`config.mk`:
```
export PLATFORM = sky130hd
export DESIGN_NAME = tims_top
export DESIGN_NICKNAME = d
export VERILOG_FILES = /design/src/tims_pkg.sv /design/src/tims_top.sv
export SDC_FILE = /design/constraint.sdc
export NUM_CORES = 1
export LEC_CHECK = 0
export ABC_AREA = 0
export BUFFER_PORTS_ARGS = -buffer_cell sky130_fd_sc_hd__buf_2
export CAP_MARGIN = 10
export CELL_PAD_IN_SITES_DETAIL_PLACEMENT = 2
export CELL_PAD_IN_SITES_GLOBAL_PLACEMENT = 2
export CORE_MARGIN = 4
export CORE_UTILIZATION = 42
export DETAILED_ROUTE_END_ITERATION = 10
export PLACE_DENSITY_LB_ADDON = 0.1
export SLEW_MARGIN = 20
export SYNTH_ARGS = -nofsm -noshare
export SYNTH_HDL_FRONTEND = slang
export SYNTH_SLANG_ARGS = --single-unit
```
`constraint.sdc`:
```
create_clock -name core_clk -period 12.09 [get_ports core_clk]
set_clock_uncertainty 0.15 [all_clocks]
set_input_delay 1.209 -clock core_clk [delete_from_list [all_inputs] [get_ports core_clk]]
set_output_delay 1.209 -clock core_clk [all_outputs]
set_load 0.1 [all_outputs]
```
`src/tims_pkg.sv`:
```
// Package of constants and types for the tag interface mode and status block.
package tims_pkg;

	// Process-image window: eight input plus eight output bytes.
	localparam int unsigned IMG_IN_BYTES  = 8;
	localparam int unsigned IMG_OUT_BYTES = 8;
	localparam int unsigned IMG_TOTAL     = IMG_IN_BYTES + IMG_OUT_BYTES;

	// Register word offsets (byte addresses on the Avalon bus).
	localparam logic [7:0] OFS_CTRL    = 8'h00;
	localparam logic [7:0] OFS_STATUS  = 8'h04;
	localparam logic [7:0] OFS_IRQ_ST  = 8'h08;
	localparam logic [7:0] OFS_IRQ_MSK = 8'h0C;
	localparam logic [7:0] OFS_IMG_IN  = 8'h10;
	localparam logic [7:0] OFS_IMG_OUT = 8'h18;
	localparam logic [7:0] OFS_FOOT    = 8'h20;

	// Control register fields.
	localparam int unsigned CTRL_PRES_EN = 0;
	localparam int unsigned CTRL_READER  = 1;
	localparam logic [31:0] CTRL_RESET   = 32'h0000_0000;

	// Event bits, shared by the sticky status and the mask register.
	localparam int unsigned EV_DONE   = 0;
	localparam int unsigned EV_ERROR  = 1;
	localparam int unsigned EV_TAG_IN = 2;
	localparam int unsigned EV_MODE   = 3;
	localparam int unsigned EV_W      = 4;

	// Switch positions.
	localparam logic [3:0] SW_NORMAL    = 4'h0;
	localparam logic [3:0] SW_TEST      = 4'h2;
	localparam logic [3:0] SW_TEST_ECC  = 4'h3;
	localparam logic [3:0] SW_INIT      = 4'h4;
	localparam logic [3:0] SW_INIT_ECC  = 4'h5;
	localparam logic [3:0] SW_ECC       = 4'h1;
	localparam logic [3:0] SW_TESTER_LO = 4'h8;

	// Command codes from the host image.
	localparam logic [1:0] CMD_NONE  = 2'h0;
	localparam logic [1:0] CMD_READ  = 2'h1;
	localparam logic [1:0] CMD_WRITE = 2'h2;

	// Flash timing of the dialog indicator.
	localparam int unsigned CLK_MHZ      = 200;
	localparam int unsigned FLASH_BASE_US = 20;
	localparam int unsigned FLASH_CYC    = FLASH_BASE_US * CLK_MHZ;
	localparam int unsigned LFSR_W       = 8;
	localparam logic [LFSR_W-1:0] LFSR_SEED = 8'hA5;
	localparam logic [LFSR_W-1:0] LFSR_TAPS = 8'hB8;

	typedef enum logic [1:0] {
		TIMS_IDLE,
		TIMS_BUSY,
		TIMS_FINISH
	} tims_state_t;

	typedef enum logic [1:0] {
		TIMS_OP_NONE,
		TIMS_OP_READ,
		TIMS_OP_WRITE,
		TIMS_OP_INIT
	} tims_op_t;

endpackage : tims_pkg

```
`src/tims_top.sv`:
```
// Mode selection, command steering and front indicators of the tag interface.
//
// Chosen here: the Avalon-MM interface to the registers and the placing of the registers.
`timescale 1ns/1ps

module tims_top
	import tims_pkg::*;
#(
	parameter int unsigned FLASH_CYCLES = FLASH_CYC
) (
	input  wire logic        core_clk,          // System clock, 200 MHz
	input  wire logic        rstn,              // Asynchronous reset, active low
	input  wire logic [7:0]  avs_address,       // Avalon byte address
	input  wire logic        avs_read,          // Avalon read request
	input  wire logic        avs_write,         // Avalon write request
	input  wire logic [31:0] avs_writedata,     // Avalon write data
	input  wire logic [3:0]  avs_byteenable,    // Avalon byte enables
	output logic [31:0]      avs_readdata,      // Avalon read data
	output logic             avs_waitrequest,   // Avalon wait request
	output logic             irq,               // Level interrupt
	input  wire logic [3:0]  mode_switch,       // Front rotary switch pin
	input  wire logic        supply_24v_ok,     // External supply present pin
	input  wire logic        hw_fault,          // Module hardware fault pin
	input  wire logic        reader_done,       // Reader dialog finished pin
	input  wire logic        reader_error,      // Reader dialog error pin
	input  wire logic        tag_in_field,      // Tag in reader field pin
	output logic [1:0]       reader_op,         // Operation started on reader
	output logic             reader_start,      // Start pulse to reader logic
	output logic             strict_check,      // Strict error checking on
	output logic             ecc_enable,        // Error-correction driver on
	output logic             tester_enable,     // Handheld tester port on
	output logic             host_frames_en,    // Host frames accepted
	output logic             error_led,         // Red indicator
	output logic             dialog_led,        // Yellow indicator
	output logic             presence_led,      // Green presence indicator
	output logic             first_reader_led,  // First reader active
	output logic             second_reader_led, // Second reader active
	output logic             power_led          // Power indicator
);

	// Two-flop synchronisers for all pin inputs.
	localparam int unsigned PW = 9;
	logic [PW-1:0] pin_raw, pin_s1, pin_s2;
	assign pin_raw = {mode_switch, supply_24v_ok, hw_fault, reader_done, reader_error,
		tag_in_field};
	always_ff @(posedge core_clk or negedge rstn) begin
		if (!rstn) begin
			pin_s1 <= '0;
			pin_s2 <= '0;
		end else begin
			pin_s1 <= pin_raw;
			pin_s2 <= pin_s1;
		end
	end
	logic [3:0] sw;
	logic       pwr, fault, done_p, err_p, tag_p;
	assign {sw, pwr, fault, done_p, err_p, tag_p} = pin_s2;

	// Mode decode.
	logic tester_mode, is_init, mode_valid;
	assign tester_mode = sw[3];
	assign is_init = (sw == SW_INIT) || (sw == SW_INIT_ECC);
	assign mode_valid = (sw == SW_NORMAL) || (sw == SW_ECC) || (sw == SW_TEST)
		|| (sw == SW_TEST_ECC) || is_init;

	// State of registers.
	logic [31:0] ctrl, next_ctrl;
	logic [EV_W-1:0] ev_st, next_ev_st, ev_msk, next_ev_msk;
	logic [7:0] img_in [IMG_IN_BYTES];
	logic [7:0] img_out [IMG_OUT_BYTES];
	logic [7:0] next_img_out [IMG_OUT_BYTES];
	logic [31:0] next_rdata;
	logic        ack, next_ack;
	logic [3:0]  sw_q, next_sw_q;
	tims_state_t st, next_st;
	tims_op_t    op, next_op;
	logic        start, next_start;
	logic        last_err, next_last_err;
	logic        tag_q, next_tag_q;
	logic        done_q, next_done_q;
	logic        cmd_wr;
	logic [1:0]  cmd_code;

	// Image input bytes reflect block state back to the host.
	always_comb begin
		for (int i = 0; i < IMG_IN_BYTES; i++) begin
			img_in[i] = '0;
		end
		img_in[0] = {2'b00, op, sw};
		img_in[1] = {5'b0_0000, last_err, st == TIMS_BUSY, tag_p};
	end

	logic rd_hit, wr_hit;
	assign rd_hit = avs_read && !ack;
	// A write lands at the edge where waitrequest is seen low, the one edge the master trusts.
	assign wr_hit = avs_write && ack;
	assign cmd_wr = wr_hit && (avs_address == OFS_IMG_OUT) && avs_byteenable[0];
	assign cmd_code = avs_writedata[1:0];

	always_comb begin
		next_ctrl   = ctrl;
		next_ev_msk = ev_msk;
		next_rdata  = 32'h0000_0000;
		next_ack    = (avs_read || avs_write) && !ack;
		for (int i = 0; i < IMG_OUT_BYTES; i++) begin
			next_img_out[i] = img_out[i];
		end
		if (wr_hit) begin
			unique case (avs_address)
				OFS_CTRL: begin
					if (avs_byteenable[0]) next_ctrl[7:0] = avs_writedata[7:0];
				end
				OFS_IRQ_MSK: begin
					if (avs_byteenable[0]) next_ev_msk = avs_writedata[EV_W-1:0];
				end
				OFS_IMG_OUT, OFS_IMG_OUT + 8'h04: begin
					for (int b = 0; b < 4; b++) begin
						if (avs_byteenable[b])
							next_img_out[{avs_address[2], 2'(b)}] = avs_writedata[8*b +: 8];
					end
				end
				default: begin
				end
			endcase
		end
		if (rd_hit) begin
			unique case (avs_address)
				OFS_CTRL:    next_rdata = ctrl;
				OFS_STATUS:  next_rdata = {24'h00_0000, 4'(sw), 1'b0, tester_mode, st == TIMS_BUSY,
					last_err};
				OFS_IRQ_ST:  next_rdata = {28'h000_0000, ev_st};
				OFS_IRQ_MSK: next_rdata = {28'h000_0000, ev_msk};
				OFS_IMG_IN:  next_rdata = {img_in[3], img_in[2], img_in[1], img_in[0]};
				OFS_IMG_IN + 8'h04: next_rdata = {img_in[7], img_in[6], img_in[5], img_in[4]};
				OFS_IMG_OUT: next_rdata = {img_out[3], img_out[2], img_out[1], img_out[0]};
				OFS_IMG_OUT + 8'h04: next_rdata = {img_out[7], img_out[6], img_out[5], img_out[4]};
				OFS_FOOT:    next_rdata = 32'(IMG_TOTAL);
				default:     next_rdata = 32'h0000_0000;
			endcase
		end
	end

	// Command sequencer: a host write of the command byte starts a dialog.
	always_comb begin
		next_st       = st;
		next_op       = op;
		next_start    = 1'b0;
		next_last_err = last_err;
		next_sw_q     = sw;
		next_tag_q    = tag_p;
		next_done_q   = done_p;
		unique case (st)
			TIMS_IDLE: begin
				if (cmd_wr && !tester_mode && mode_valid && cmd_code != CMD_NONE) begin
					next_st    = TIMS_BUSY;
					next_start = 1'b1;
					if (cmd_code == CMD_WRITE && is_init) next_op = TIMS_OP_INIT;
					else if (cmd_code == CMD_WRITE) next_op = TIMS_OP_WRITE;
					else next_op = TIMS_OP_READ;
				end
			end
			TIMS_BUSY: begin
				if (done_p && !done_q) begin
					next_st       = TIMS_FINISH;
					next_last_err = err_p;
				end
			end
			TIMS_FINISH: begin
				next_st = TIMS_IDLE;
				next_op = TIMS_OP_NONE;
			end
			default: next_st = TIMS_IDLE;
		endcase
	end

	// Sticky events; a set in the same cycle as the clearing read wins.
	logic [EV_W-1:0] ev_set;
	always_comb begin
		ev_set = '0;
		ev_set[EV_DONE]   = (st == TIMS_FINISH);
		ev_set[EV_ERROR]  = (st == TIMS_FINISH) && last_err;
		ev_set[EV_TAG_IN] = tag_p && !tag_q;
		ev_set[EV_MODE]   = (sw != sw_q);
		next_ev_st = ev_st;
		if (rd_hit && avs_address == OFS_IRQ_ST) next_ev_st = '0;
		next_ev_st = next_ev_st | ev_set;
	end

	// Pseudo-random flash pacing for the dialog indicator.
	logic [31:0] fl_cnt, next_fl_cnt;
	logic [LFSR_W-1:0] lfsr, next_lfsr;
	logic blink, next_blink;
	always_comb begin
		next_fl_cnt = fl_cnt + 32'h0000_0001;
		next_lfsr   = lfsr;
		next_blink  = blink;
		if (fl_cnt >= 32'(FLASH_CYCLES) * {24'h00_0000, lfsr[3:0] | 8'h01}) begin
			next_fl_cnt = 32'h0000_0000;
			next_lfsr   = {lfsr[LFSR_W-2:0], ^(lfsr & LFSR_TAPS)};
			next_blink  = !blink;
		end
	end

	always_ff @(posedge core_clk or negedge rstn) begin
		if (!rstn) begin
			ctrl     <= CTRL_RESET;
			ev_st    <= '0;
			ev_msk   <= '0;
			avs_readdata <= 32'h0000_0000;
			ack      <= 1'b0;
			st       <= TIMS_IDLE;
			op       <= TIMS_OP_NONE;
			start    <= 1'b0;
			last_err <= 1'b0;
			sw_q     <= 4'h0;
			tag_q    <= 1'b0;
			done_q   <= 1'b0;
			fl_cnt   <= 32'h0000_0000;
			lfsr     <= LFSR_SEED;
			blink    <= 1'b0;
			for (int i = 0; i < IMG_OUT_BYTES; i++) img_out[i] <= 8'h00;
		end else begin
			ctrl     <= next_ctrl;
			ev_st    <= next_ev_st;
			ev_msk   <= next_ev_msk;
			avs_readdata <= next_rdata;
			ack      <= next_ack;
			st       <= next_st;
			op       <= next_op;
			start    <= next_start;
			last_err <= next_last_err;
			sw_q     <= next_sw_q;
			tag_q    <= next_tag_q;
			done_q   <= next_done_q;
			fl_cnt   <= next_fl_cnt;
			lfsr     <= next_lfsr;
			blink    <= next_blink;
			for (int i = 0; i < IMG_OUT_BYTES; i++) img_out[i] <= next_img_out[i];
		end
	end

	// Every access answers one cycle after it is presented.
	assign avs_waitrequest = (avs_read || avs_write) && !ack;
	assign irq = |(ev_st & ev_msk);
	assign reader_op = op;
	assign reader_start = start;
	assign strict_check = (sw == SW_TEST) || (sw == SW_TEST_ECC);
	assign ecc_enable = (sw == SW_ECC) || (sw == SW_TEST_ECC) || (sw == SW_INIT_ECC);
	assign tester_enable = tester_mode;
	assign host_frames_en = !tester_mode;
	assign error_led = last_err || fault;
	assign dialog_led = ctrl[CTRL_PRES_EN] || ((st == TIMS_BUSY) && blink);
	assign presence_led = ctrl[CTRL_PRES_EN] && tag_p;
	assign first_reader_led = (st == TIMS_BUSY) && !ctrl[CTRL_READER];
	assign second_reader_led = (st == TIMS_BUSY) && ctrl[CTRL_READER];
	assign power_led = pwr;

	tester_block_a: assert property (@(posedge core_clk) disable iff (!rstn)
		tester_mode |-> !next_start) else $error("start in tester mode");
	reserved_block_a: assert property (@(posedge core_clk) disable iff (!rstn)
		!mode_valid |-> !next_start) else $error("start in reserved mode");
	init_conv_a: assert property (@(posedge core_clk) disable iff (!rstn)
		(st == TIMS_IDLE && cmd_wr && is_init && cmd_code == CMD_WRITE && !tester_mode)
		|=> (op == TIMS_OP_INIT && start)) else $error("write not turned into init");
	reader_one_a: assert property (@(posedge core_clk) disable iff (!rstn)
		!(first_reader_led && second_reader_led)) else $error("both reader LEDs lit");
	error_lamp_a: assert property (@(posedge core_clk) disable iff (!rstn)
		(last_err || fault) |-> error_led) else $error("error lamp dark");
	presence_lamp_a: assert property (@(posedge core_clk) disable iff (!rstn)
		presence_led |-> (tag_p && ctrl[CTRL_PRES_EN])) else $error("presence lamp wrong");
	dialog_steady_a: assert property (@(posedge core_clk) disable iff (!rstn)
		ctrl[CTRL_PRES_EN] |-> dialog_led) else $error("yellow not steady");
	port_excl_a: assert property (@(posedge core_clk) disable iff (!rstn)
		tester_enable != host_frames_en) else $error("ports both on or off");
	strict_set_a: assert property (@(posedge core_clk) disable iff (!rstn)
		(sw == SW_TEST) |-> (strict_check && !ecc_enable)) else $error("strict mode wrong");
	ecc_set_a: assert property (@(posedge core_clk) disable iff (!rstn)
		(sw == SW_TEST_ECC || sw == SW_INIT_ECC) |-> ecc_enable) else $error("ecc off");
	power_lamp_a: assert property (@(posedge core_clk) disable iff (!rstn)
		$rose(pwr) |-> power_led) else $error("power lamp dark");

endmodule : tims_top

```
# == Yosys cells after proc, flatten, opt, wreduce, memory -nomap -nowiden ==
# Cells that the tools add are included.
# op_classes
addsub,1
n_reduce_logical,52
n_bitwise,6
n_eq_ne,18
mux,35
n_mul,1
order_cmp,9
# ops
operator,count
two-way mux 64 bit,10
bitwise mux 64 bit,4
case mux 32 bit (8 select lines),1
demux 8 bit (select 3 bit),4
two-way mux 32 bit,2
"adder 32 x 1 -> 32 bit, second input constant",1
greater-or-equal comparator 32 x 16 -> 1 bit,1
two-way mux 8 bit,4
"== test 8 x 5 -> 1 bit, second input constant",3
logical AND 1 bit,21
"== test 8 x 4 -> 1 bit, second input constant",2
"greater-or-equal comparator 4 bit, second input constant",4
"less-than comparator 4 x 1 -> 1 bit, second input constant",4
inverter 3 -> 4 bit,4
logical OR 1 bit,11
"multiplier 7 x 4 -> 11 bit, first input constant",1
two-way mux 2 bit,5
"== test 4 x 2 -> 1 bit, second input constant",2
"== test 4 x 3 -> 1 bit, second input constant",2
"== test 8 x 3 -> 1 bit, second input constant",1
"== test 8 x 6 -> 1 bit, second input constant",1
zero test 8 bit,1
case mux 2 bit (2 select lines),2
AND reduction 2 bit,4
18 further kinds,27
# word_totals
out_inout_bits,47
ff_bits,184

# == Logic depth before layout (Yosys ltp) ==
# Gate-level depths: netlist (run 1).
# logic_depth
word_depth,19
depth_mapped,16
depth_no_buf,15

# == Worst setup path after synthesis (run 1) ==
# No wires, ideal clock.
# synth_path
path_kind,register -> output
startpoint,register pin_s2[8]
endpoint,output strict_check
stages_incl_launch_ff,2
arrival_time_ps,3023
path_buffers,0
setup_slack_ps,7708
path_cell_list,dfrtp_1 nor3_1
# synth_via
elab_chain_cells,2
word_cells_on_any_way,3
# synth_lines
element,line_no,source
from (decl),tims_top.sv:43,"logic [PW-1:0] pin_raw, pin_s1, pin_s2;"
from (signal assigned),tims_top.sv:52,pin_s2 <= pin_s1;
== test 4 x 2 -> 1 bit,tims_top.sv:247,assign strict_check = (sw == SW_TEST) || (sw == SW_TEST_ECC);
logical OR 1 bit *,tims_top.sv:247,
to (decl),tims_top.sv:29,"output logic strict_check,"
# Mark *: on every way between the ends. The rest lies on a longest branch, timed or not.

# == Worst setup path after layout (run 1) ==
# layout_path
startpoint,register lfsr[2]
endpoint,register lfsr[4]
# layout_via
elab_chain_cells,2
# layout_lines
element,line_no,source
from (decl),tims_top.sv:191,"logic [LFSR_W-1:0] lfsr, next_lfsr;"
from (signal assigned),tims_top.sv:236,lfsr <= next_lfsr;
multiplier 7 x 4 -> 11 bit,tims_top.sv:197,"if (fl_cnt >= 32'(FLASH_CYCLES) * {24'h00_0000, lfsr[3:0] | 8'h01}) begin"
greater-or-equal comparator 32 x 16 -> 1 bit,tims_top.sv:197,
# No other way between the ends.
# A chain may end at the register's enable or synchronous reset.

==> impl_metrics.env, run 1 <==
export IMPL_reg2reg_slack_ns=7.19
export IMPL_crit_path_max_fanout=17
export IMPL_async_flop_share=1.00
export IMPL_final_antenna_net_count=0
export IMPL_maxSlewViolCount=0
export IMPL_rsz0062_at_grt="no"
export IMPL_die_w_um=145
export IMPL_row_count=50
export IMPL_placedCellCount=969
export IMPL_dp_hpwl_um=15100
export IMPL_dieArea_sq_mm=0.0212
export IMPL_yosysWarnings=0
export IMPL_critical_path_class="flip-flop to flip-flop"
export IMPL_critPathRequiredTime_ns=12.26
export IMPL_syn_inst=632
export IMPL_netlist_area_sq_mm=0.00794
export IMPL_fin_crit_sh=0.406
export IMPL_cts_path_max_buffers=2
export IMPL_synthMuxAreaShare=0.139
export IMPL_crit_path_start="lfsr[2]"
export IMPL_ys_seq_area_frac=0.581
export IMPL_drt_total_wl_um=22000
export IMPL_grt_pass1_vias=6250
export IMPL_hold_path_class="flip-flop to flip-flop"
export IMPL_drive_above_1_share=0.318
export IMPL_synth_fa_ha_area_frac=0.0485
export IMPL_seqCellArea_sq_mm=0.00461
export IMPL_routedWlPerCell_um=22.0
export IMPL_drt_first_pass_iters=4
export IMPL_synth_compound_area_frac=0.0678
export IMPL_worst_pin_slew_ns=0.967
export IMPL_ys_seq_elements=184
export IMPL_power_density_mw_per_mm2=136
export IMPL_hold_buffers=0
export IMPL_reg2reg_from="lfsr[2]"
export IMPL_cts_setup_buffers=0
export IMPL_setup_worst_path_start_class="flip-flop"
export IMPL_finalHoldViolations=0
export IMPL_final_nets=840
export IMPL_boundaryPins=104
export IMPL_p_leak_uw=0.00457
export IMPL_synth_area_leaders="dfrtp_1, mux2_2, ha_1"
export IMPL_cap_viol_max_count=0
export IMPL_vdd_drop_max_uv=98.8
export IMPL_multiInputGateArea_sq_mm=0.00319
export IMPL_syn_mean_instance_area_sq_um=12.6
export IMPL_cts_tree="yes"
export IMPL_endpoint_kind="flip-flop"
export IMPL_cp_endpoint="lfsr[4]"
export IMPL_arrival_ns=5.07
export IMPL_vias_per_cell=5.46
export IMPL_hold_worst_slack_ns=0.207
export IMPL_fin_cells=1001
export IMPL_clk_pin_slew_ns=0.08
export IMPL_fin_crit_ns=4.90
export IMPL_p_total_uw=1280
export IMPL_place_gp_congestion=0.815
export IMPL_htree_levels=4
export IMPL_synth_xor_area_share=0.0309
export IMPL_synth_distinct_cells=54
export IMPL_fmax_ghz=0.204
export IMPL_antenna_found_initial=0
export IMPL_start_util=0.426
export IMPL_grt_usage=0.215
export IMPL_reg2regPathDepth=16
export IMPL_cts_root_buf="clkbuf_16"
export IMPL_synth_top_family_by_area="multiplexers"
export IMPL_grt_max_degree=104
export IMPL_status="complete, no violations"
export IMPL_insertedDiodeCount=0
export IMPL_clk_insertion_delay_late_ns=0.44
export IMPL_finalCoreUtilization=0.503
export IMPL_cts_sinks=184
export IMPL_io_buffers=103
export IMPL_grt_overflow=0
export IMPL_drt_iter0_markers=250
export IMPL_r2r_end="lfsr[4]"
export IMPL_grt_pass1_wl_um=35700
export IMPL_setup_tns_ns=0
export IMPL_vias=5463
export IMPL_core_sq_mm=0.0186
export IMPL_die_h_um=145
export IMPL_hold_depth=0
export IMPL_maxSlewHeadroom=0.355
export IMPL_synthSimpleGateAreaFrac=0.109
export IMPL_synth_edf_count=0
export IMPL_setup_violations=0
export IMPL_synth_flop_cell="dfrtp_1"
export IMPL_cts_inserted_buffers=17
export IMPL_synth_top_cell_area_share=0.567
export IMPL_yosys_area_top_type="dfrtp_1"
export IMPL_post_cts_resized=0
export IMPL_drc=0
export IMPL_fillerInstances=1851
export IMPL_syn_to_final_growth_pct=18.2
## flip-flops by register name, indices dropped and copies added, names as in the netlist, 4 cells and up
signal        flops
fl_cnt           32
lfsr              8
avs_readdata     32
pin_s2            9
sw_q              4
ev_st             4
ctrl              8
ev_msk            4
img_out          64
pin_s1            9
## worst min-delay path by stage
stage	start	end	slack (ns)
after floorplan	pin_s1[0]	pin_s2[0]	0.18
after global placement	pin_s1[4]	pin_s2[4]	0.18
after detailed placement	pin_s1[5]	pin_s2[5]	0.19
after CTS	pin_s1[3]	pin_s2[3]	0.21
after global routing	pin_s1[3]	pin_s2[3]	0.21
final	pin_s1[5]	pin_s2[5]	0.21
## metrics by stage
stage          setup slack (ns)  instance area (sq um)
2_1_floorplan              7.71                   7990
3_3_place_gp               7.51                   8760
3_5_place_dp               7.26                   8760
4_1_cts                    7.12                   9380
5_1_grt                    6.93                   9380
6_report                   7.19                   9380
## critical path: stages, from the launching register on
cell and delay, ns:
dfstp_2 0.58, inv_1 0.13, fa_1 0.58, inv_1 0.08, ha_1 0.28, inv_1 0.04, ha_1 0.35, o21ai_0 0.11
a21o_1 0.18, a21oi_1 0.19, o22ai_1 0.14, xor2_1 0.17, ha_1 0.31, nand4_1 0.09, o211ai_1 0.65, buf_4 0.37
mux2_2 0.37
## logic make-up (layout without fill, tap and decap cells)
family,after synthesis,count (layout)
adders and majority gates,29,29
DFF,184,184
muxes,97,97
and+or+nand+nor,167,167
other,1,15
buffers and inverters,47,168
AOI/OAI and AO/OA,79,79
xor gates and xnor gates,28,28
## layout make-up
| type | count | area share |
|---|---|---|
| sequential | 184 | 0.491 |
| multi-input combinational | 415 | 0.340 |
| timing repair buffer | 108 | 0.0600 |
| clock buffer | 17 | 0.0453 |
| tap | 234 | 0.0312 |
| clock inverter | 15 | 0.0205 |
| inverter | 28 | 0.0112 |
## layer usage
layer	track usage	part of all wire	wire (um)	up-vias
li1	-	-	-	2454
met1	0.273	0.43	9440	2861
met2	0.375	0.52	11400	125
met3	0.0473	0.038	826	23
met4	0.0546	0.015	340	0
met5	0	0	0	-
## synth_stat cells, types with 5 or more instances
cell and n:
nor4_1 10, a22oi_1 28, o21ai_0 13, ha_1 26, nand2_1 27, nand3_1 15
inv_1 28, a21oi_1 11, xnor2_1 11, a21o_1 5, dfrtp_1 180, mux2_2 82
nand2_2 6, nand2b_1 8, buf_2 7, nand4_1 7, xor2_1 17, nor2_1 62
nor3_1 6, mux2i_1 11, clkbuf_1 6
## placed cells by master, fill, tap and decap left out, drive strengths merged, types with 3 or more instances in the layout
master    n
and2      4
a21o      5
nand4     7
ha       26
xor2     17
nor2     62
mux2i    11
dfstp     4
nand2    33
nor3      9
fa        3
dfrtp   180
o21ai    13
a21oi    11
nor4     13
xnor2    11
o211ai    3
clkinv    6
nand3    15
buf     108
mux2     84
a22oi    28
inv      36
a32oi     3
nor2b     4
o22ai     4
nand2b    8
clkbuf   17
conb     15
## report_power, final
part           internal, uW  total [uW]  switching [uW]
combinational          17.3        64.2            46.9
sequential              626         634            7.72
clock                   285         579             294
No activity file was read; power rests on OpenSTA's default activity.
==> run 2: changes to the inputs <==
CORE_UTILIZATION = 35   (was 42)
clock period = 4.5 ns   (was 12.09 ns; I/O delays follow)
==> run 2 against run 1 <==
  * The run now ends with hold timing left
  * Count of clock-buffer cells in the layout did not move
  * Worst hold slack got worse by 0.31 ns
  * Sequential cell count stayed put
  * Combinational power grew to 2.8 times the previous value
  * First-iteration DRC count rose by 2.0%
  * Sequential share of layout area decreased by 1.4 points
  * Sequential power grew to 2.7 times the previous value
  * Fmax grew 15%
  * Register-to-register slack got worse by 7.0 ns
==> impl_metrics.env, run 2 (synthesized netlist as in run 1, its figures left out) <==
export IMPL_status="finished, violations left"
export IMPL_violations="hold timing"
export IMPL_worst_pin_slew_ns=0.946
export IMPL_hold_path_class="input pin to async pin"
export IMPL_hold_worst_slack_ns=-0.103
export IMPL_reg2reg_slack_ns=0.23
export IMPL_largest_reg_flops=64
export IMPL_p_total_uw=3410
export IMPL_max_flop_register="img_out"
export IMPL_htree_levels=4
export IMPL_start_util=0.359
export IMPL_fillerInstances=2247
export IMPL_grt_overflow=0
export IMPL_power_density_mw_per_mm2=354
export IMPL_final_antenna_net_count=0
export IMPL_cts_root_buf="clkbuf_16"
export IMPL_seqPwrFrac=0.499
export IMPL_p_sw_frac=0.257
export IMPL_reg2regPathDepth=17
export IMPL_boundaryPins=104
export IMPL_die_h_um=159
export IMPL_met2WireLength_um=11000
export IMPL_die_w_um=159
export IMPL_grt_usage=0.178
export IMPL_endpoint_kind="flip-flop"
export IMPL_final_cell_mix="dfrtp_1, buf_2, mux2_2"
export IMPL_dp_hpwl_um=15300
export IMPL_drt_iter0_markers=255
export IMPL_cap_viol_max_count=0
export IMPL_vias=5547
export IMPL_routed_top_layer="met4"
export IMPL_vias_per_cell=5.18
export IMPL_critPathRequiredTime_ns=4.67
export IMPL_grt_max_degree=105
export IMPL_fin_crit_sh=0.948
export IMPL_p_comb_frac=0.053
export IMPL_io_buffers=103
export IMPL_setup_worst_path_start_class="flip-flop"
export IMPL_routedWlPerCell_um=20.3
export IMPL_syn_to_final_growth_pct=21.5
export IMPL_core_sq_mm=0.0221
export IMPL_clkPwrFrac=0.449
export IMPL_wl_met3_um=616
export IMPL_p_switching_uw=877
export IMPL_clk_pin_slew_ns=0.08
export IMPL_final_nets=862
export IMPL_drc=0
export IMPL_finalHoldViolations=26
export IMPL_cts_path_max_buffers=2
export IMPL_rsz0062_at_grt="no"
export IMPL_place_area_sq_mm=0.00883
export IMPL_grt_pass1_wl_um=34900
export IMPL_cts_tree="yes"
export IMPL_setup_violations=0
export IMPL_fin_crit_ns=4.27
export IMPL_critical_path_class="flip-flop to flip-flop"
export IMPL_final_common_cell="dfrtp_1"
export IMPL_maxSlewViolCount=0
export IMPL_setup_tns_ns=0
export IMPL_drt_first_pass_iters=4
export IMPL_design_area_sq_mm=0.00965
export IMPL_fmax_ghz=0.234
export IMPL_drive_above_1_share=0.331
export IMPL_arrival_ns=4.43
export IMPL_cts_sinks=184
export IMPL_grt_pass1_vias=6231
export IMPL_vdd_drop_max_uv=233
export IMPL_drt_total_wl_um=21700
export IMPL_row_count=54
export IMPL_p_leak_uw=0.00468
export IMPL_internal_power_uw=2530
export IMPL_clk_insertion_delay_late_ns=0.43
export IMPL_cts_inserted_buffers=17
export IMPL_crit_path_max_fanout=6
export IMPL_top_regs="img_out (64), avs_readdata (32), fl_cnt (32)"
export IMPL_place_gp_congestion=0.757
export IMPL_maxSlewHeadroom=0.366
export IMPL_dieArea_sq_mm=0.0252
export IMPL_antenna_found_initial=1
export IMPL_wl_met1_um=9850
run 2: cell count changes in the layout (fill, tap and decap cells not counted), sizes merged:
cell,change
dlygate4sd3,+9
buf,+9
clkinvlp,+1
bufinv,+1
diode,+1
clkbuf,+4
clkinv,-2
run 2: layout make-up:
class / count / area [sq um] / area share
well taps: 280 / 350 / 0.0363
clock buffers: 17 / 425 / 0.0441
inverters: 28 / 109 / 0.0113
repair buffers: 130 / 756 / 0.0783
multi-input cells: 415 / 3220 / 0.334
flip-flops and latches: 184 / 4610 / 0.478
diodes: 1 / 2.50 / 0.000259
clock inverters: 15 / 179 / 0.0185
run 2: path summary, 6_finish.rpt:
| check | from | to |
|---|---|---|
| max | lfsr[2] | lfsr[6] |
| min | rstn | img_out[21] |
| max reg2reg | lfsr[2] | lfsr[6] |
| min reg2reg | pin_s1[0] | pin_s2[0] |
| max in group asynchronous | rstn | lfsr[2] |
| min in group core_clk | avs_writedata[23] | img_out[15] |
run 2: repair_timing:
| action | CTS | global route |
|---|---|---|
| hold endpoints to repair | 9 | 0 |
| hold buffers | 9 | 0 |
| buffers inserted | 0 | 10 |
| setup endpoints to repair | 0 | 14 |
| resized for setup | 0 | 9 |
run 2: power groups by stage:
| stage | sequential [uW] | clock, uW | combinational, uW |
|---|---|---|---|
| final | 1700 | 1530 | 180 |
| after CTS | 1700 | 1580 | 184 |
| after global placement | 1730 | 0 | 171 |
| after floorplan | 1730 | 0 | 78.0 |
| after global routing | 1710 | 1660 | 200 |
| after detailed placement | 1730 | 0 | 177 |
run 2: worst max-delay path: stages (launching register included):
cell        delay, ns
dfstp_2          0.59
clkinvlp_4       0.15
fa_1             0.58
inv_1            0.09
ha_1             0.29
inv_1            0.05
ha_1             0.33
o21ai_1          0.09
a21o_1           0.18
a21oi_1          0.15
o22ai_1          0.11
xor2_1           0.16
ha_1             0.30
nand4_1          0.10
o211ai_1         0.19
buf_4            0.16
clkbuf_8         0.15
mux2_2           0.33
run 2: stage by stage:
step | instances | util | worst slack [ns]
3_3_place_gp | 1016 | 0.400 | 0.361
3_5_place_dp | 1016 | 0.400 | 0.0986
5_1_grt | 1070 | 0.437 | 0.00544
2_1_floorplan | 646 | - | 0.506
4_1_cts | 1057 | 0.431 | 0.0887
6_report | 1070 | 0.437 | 0.235
run 2: layer usage:
metal,vias up,track usage
met2,100,0.306
met5,-,0
met1,2927,0.238
li1,2499,-
met4,0,0.0467
met3,21,0.0258
==> run 3: changes to the inputs <==
ABC_AREA = 1   (was 0)
CORE_UTILIZATION = 33   (was 35)
==> run 3 against run 2 <==
  * The flow now finishes without violations
  * Count of clock-buffer cells in the layout is 1 higher
  * First-iteration DRC count is 4.3% higher
  * Die area is 12% higher
  * Via count is 15% higher
  * Highest routed layer unchanged
==> impl_metrics.env, run 3 <==
export IMPL_synth_flop_cell="dfrtp_1"
export IMPL_cts_root_buf="clkbuf_16"
export IMPL_syn_mean_instance_area_sq_um=9.23
export IMPL_finalHoldViolations=0
export IMPL_grt_met1_usage=0.219
export IMPL_multiInputGateArea_sq_mm=0.00328
export IMPL_cap_viol_max_count=0
export IMPL_status="complete, no violations"
export IMPL_grt_pass1_vias=7228
export IMPL_rsz0062_at_grt="no"
export IMPL_placedCellCount=1341
export IMPL_final_nets=1126
export IMPL_power_density_mw_per_mm2=340
export IMPL_clk_pin_slew_ns=0.09
export IMPL_largest_reg_flops=64
export IMPL_cts_sinks=184
export IMPL_synth_area_leaders="dfrtp_1, nand2_1, o21ai_2"
export IMPL_fin_cells=1384
export IMPL_drt_iter0_markers=266
export IMPL_fmax_ghz=0.246
export IMPL_endpoint_kind="flip-flop"
export IMPL_worst_pin_slew_ns=0.895
export IMPL_syn_to_final_growth_pct=18.2
export IMPL_dp_hpwl_um=16600
export IMPL_async_flop_share=1.00
export IMPL_grt_max_degree=95
export IMPL_synth_most_common_cell="nand2_1"
export IMPL_p_leak_uw=0.00517
export IMPL_routedWlPerCell_um=16.7
export IMPL_grt_pass1_wl_um=38600
export IMPL_ys_seq_elements=184
export IMPL_row_count=58
export IMPL_synth_distinct_cells=39
export IMPL_max_flop_register="img_out"
export IMPL_grt_usage=0.171
export IMPL_setup_violations=0
export IMPL_boundaryPins=104
export IMPL_antenna_found_initial=1
export IMPL_busiest_layer="met2"
export IMPL_final_antenna_net_count=0
export IMPL_cts_path_max_buffers=2
export IMPL_netlist_area_sq_mm=0.00845
export IMPL_vdd_drop_max_uv=195
export IMPL_final_common_cell="nand2_1"
export IMPL_yosysWarnings=0
export IMPL_drt_first_pass_iters=4
export IMPL_dieArea_sq_mm=0.0282
export IMPL_arrival_ns=4.29
export IMPL_vias_per_cell=4.61
export IMPL_die_w_um=168
export IMPL_crit_path_max_fanout=22
export IMPL_synth_common_cells="nand2_1, dfrtp_1, inv_1"
export IMPL_critPathRequiredTime_ns=4.72
export IMPL_setup_worst_path_start_class="flip-flop"
export IMPL_maxSlewHeadroom=0.398
export IMPL_critical_path_class="flip-flop to flip-flop"
export IMPL_drc=0
export IMPL_fillerInstances=2814
export IMPL_maxSlewViolCount=0
export IMPL_ys_seq_area_frac=0.545
export IMPL_cts_tree="yes"
export IMPL_top_regs="img_out (64), avs_readdata (32), fl_cnt (32)"
export IMPL_synth_top_cell_area_share=0.533
export IMPL_fin_crit_ns=4.06
export IMPL_io_buffers=103
export IMPL_final_cell_mix="nand2_1, dfrtp_1, inv_1"
export IMPL_die_h_um=168
export IMPL_clk_insertion_delay_late_ns=0.44
export IMPL_drive_above_1_share=0.207
export IMPL_yosys_area_top_type="dfrtp_1"
export IMPL_syn_inst=916
export IMPL_seqCellArea_sq_mm=0.00461
export IMPL_drt_total_wl_um=23100
export IMPL_start_util=0.336
export IMPL_cts_inserted_buffers=17
export IMPL_core_sq_mm=0.0252
export IMPL_fin_crit_sh=0.903
export IMPL_cts_setup_buffers=0
export IMPL_setup_tns_ns=0
export IMPL_hold_path_class="input pin to flip-flop"
export IMPL_htree_levels=4
export IMPL_place_gp_congestion=0.741
export IMPL_grt_overflow=0
export IMPL_gr_usage_met3=0.0258
export IMPL_synth_edf_count=0
export IMPL_globalRouteMet2Util=0.303
export IMPL_vias=6382
-- run 3: repair_timing --
item | CTS | global route
hold buffers | 10 | 0
endpoints found under the hold margin | 83 | 0
gates resized for setup | 0 | 1
endpoints found under the setup margin | 0 | 7
-- run 3: power breakdown --
part           switching, uW  leakage (uW)  internal [uW]
clock                    743      0.000285            760
combinational            142       0.00245           48.2
sequential              20.1       0.00244           1680
total                    905       0.00517           2490
-- run 3: layout make-up --
| cell class | instances | share of cell area |
|---|---|---|
| repair buffers | 116 | 0.0664 |
| clock inverters | 14 | 0.0158 |
| well taps | 330 | 0.0413 |
| clock buffers | 18 | 0.0440 |
| diodes | 1 | 0.000250 |
| multi-input cells | 608 | 0.328 |
| inverters | 113 | 0.0427 |
| flip-flops and latches | 184 | 0.461 |
-- run 3: kinds of logic after synthesis --
kind of cell               after synthesis  share of synthesized area
buffers and inverters                  138                     0.0725
xor gates and xnor gates                24                     0.0249
AOI/OAI and AO/OA                      118                     0.0934
adders and majority gates               29                     0.0456
and+or+nand+nor                        422                      0.218
DFF                                    184                      0.545
other                                    1                   0.000444
-- run 3: worst max-delay path: stages, from the launching register on --
cell     delay (ns)
dfstp_2        0.60
inv_1          0.11
fa_1           0.58
inv_1          0.08
ha_1           0.27
inv_1          0.04
ha_1           0.36
nand2_1        0.10
inv_1          0.08
nand3_1        0.06
o21ai_0        0.19
xor2_1         0.10
ha_1           0.28
nand2_1        0.06
nor2_1         0.16
nand2_1        0.09
a21oi_1        0.12
nor2_1         0.08
nand2_1        0.14
buf_6          0.23
nand2_1        0.08
nand2_1        0.06
-- run 3: worst paths after layout --
kind	from	end	slack, ns	cells after the start
max	lfsr[2]	lfsr[7]	0.44	21
min	avs_writedata[27]	img_out[35]	0.13	3
max reg2reg	lfsr[2]	lfsr[7]	0.44	21
min reg2reg	pin_s1[4]	pin_s2[4]	0.21	0
max in group asynchronous	rstn	img_out[50]	2.68	3
min in group asynchronous	rstn	pin_s1[4]	0.52	2
-- run 3: metal layers --
| layer | up-vias | routed length, um |
|---|---|---|
| met1 | 3203 | 10400 |
| met3 | 18 | 471 |
| met5 | - | 0 |
| met2 | 62 | 11900 |
| li1 | 3099 | - |
| met4 | 0 | 313 |
-- run 3: through the flow --
stage	setup slack, ns	util	instance area, sq um	power (uW)	hold slack [ns]
2_1_floorplan	0.633	-	8500	1830	0.00441
3_5_place_dp	0.366	0.369	9290	1930	0.187
5_1_grt	0.00191	0.397	9990	3550	0.130
4_1_cts	0.341	0.397	9990	3450	0.117
6_report	0.436	0.397	9990	3400	0.133
3_3_place_gp	0.496	0.369	9290	1920	0.182
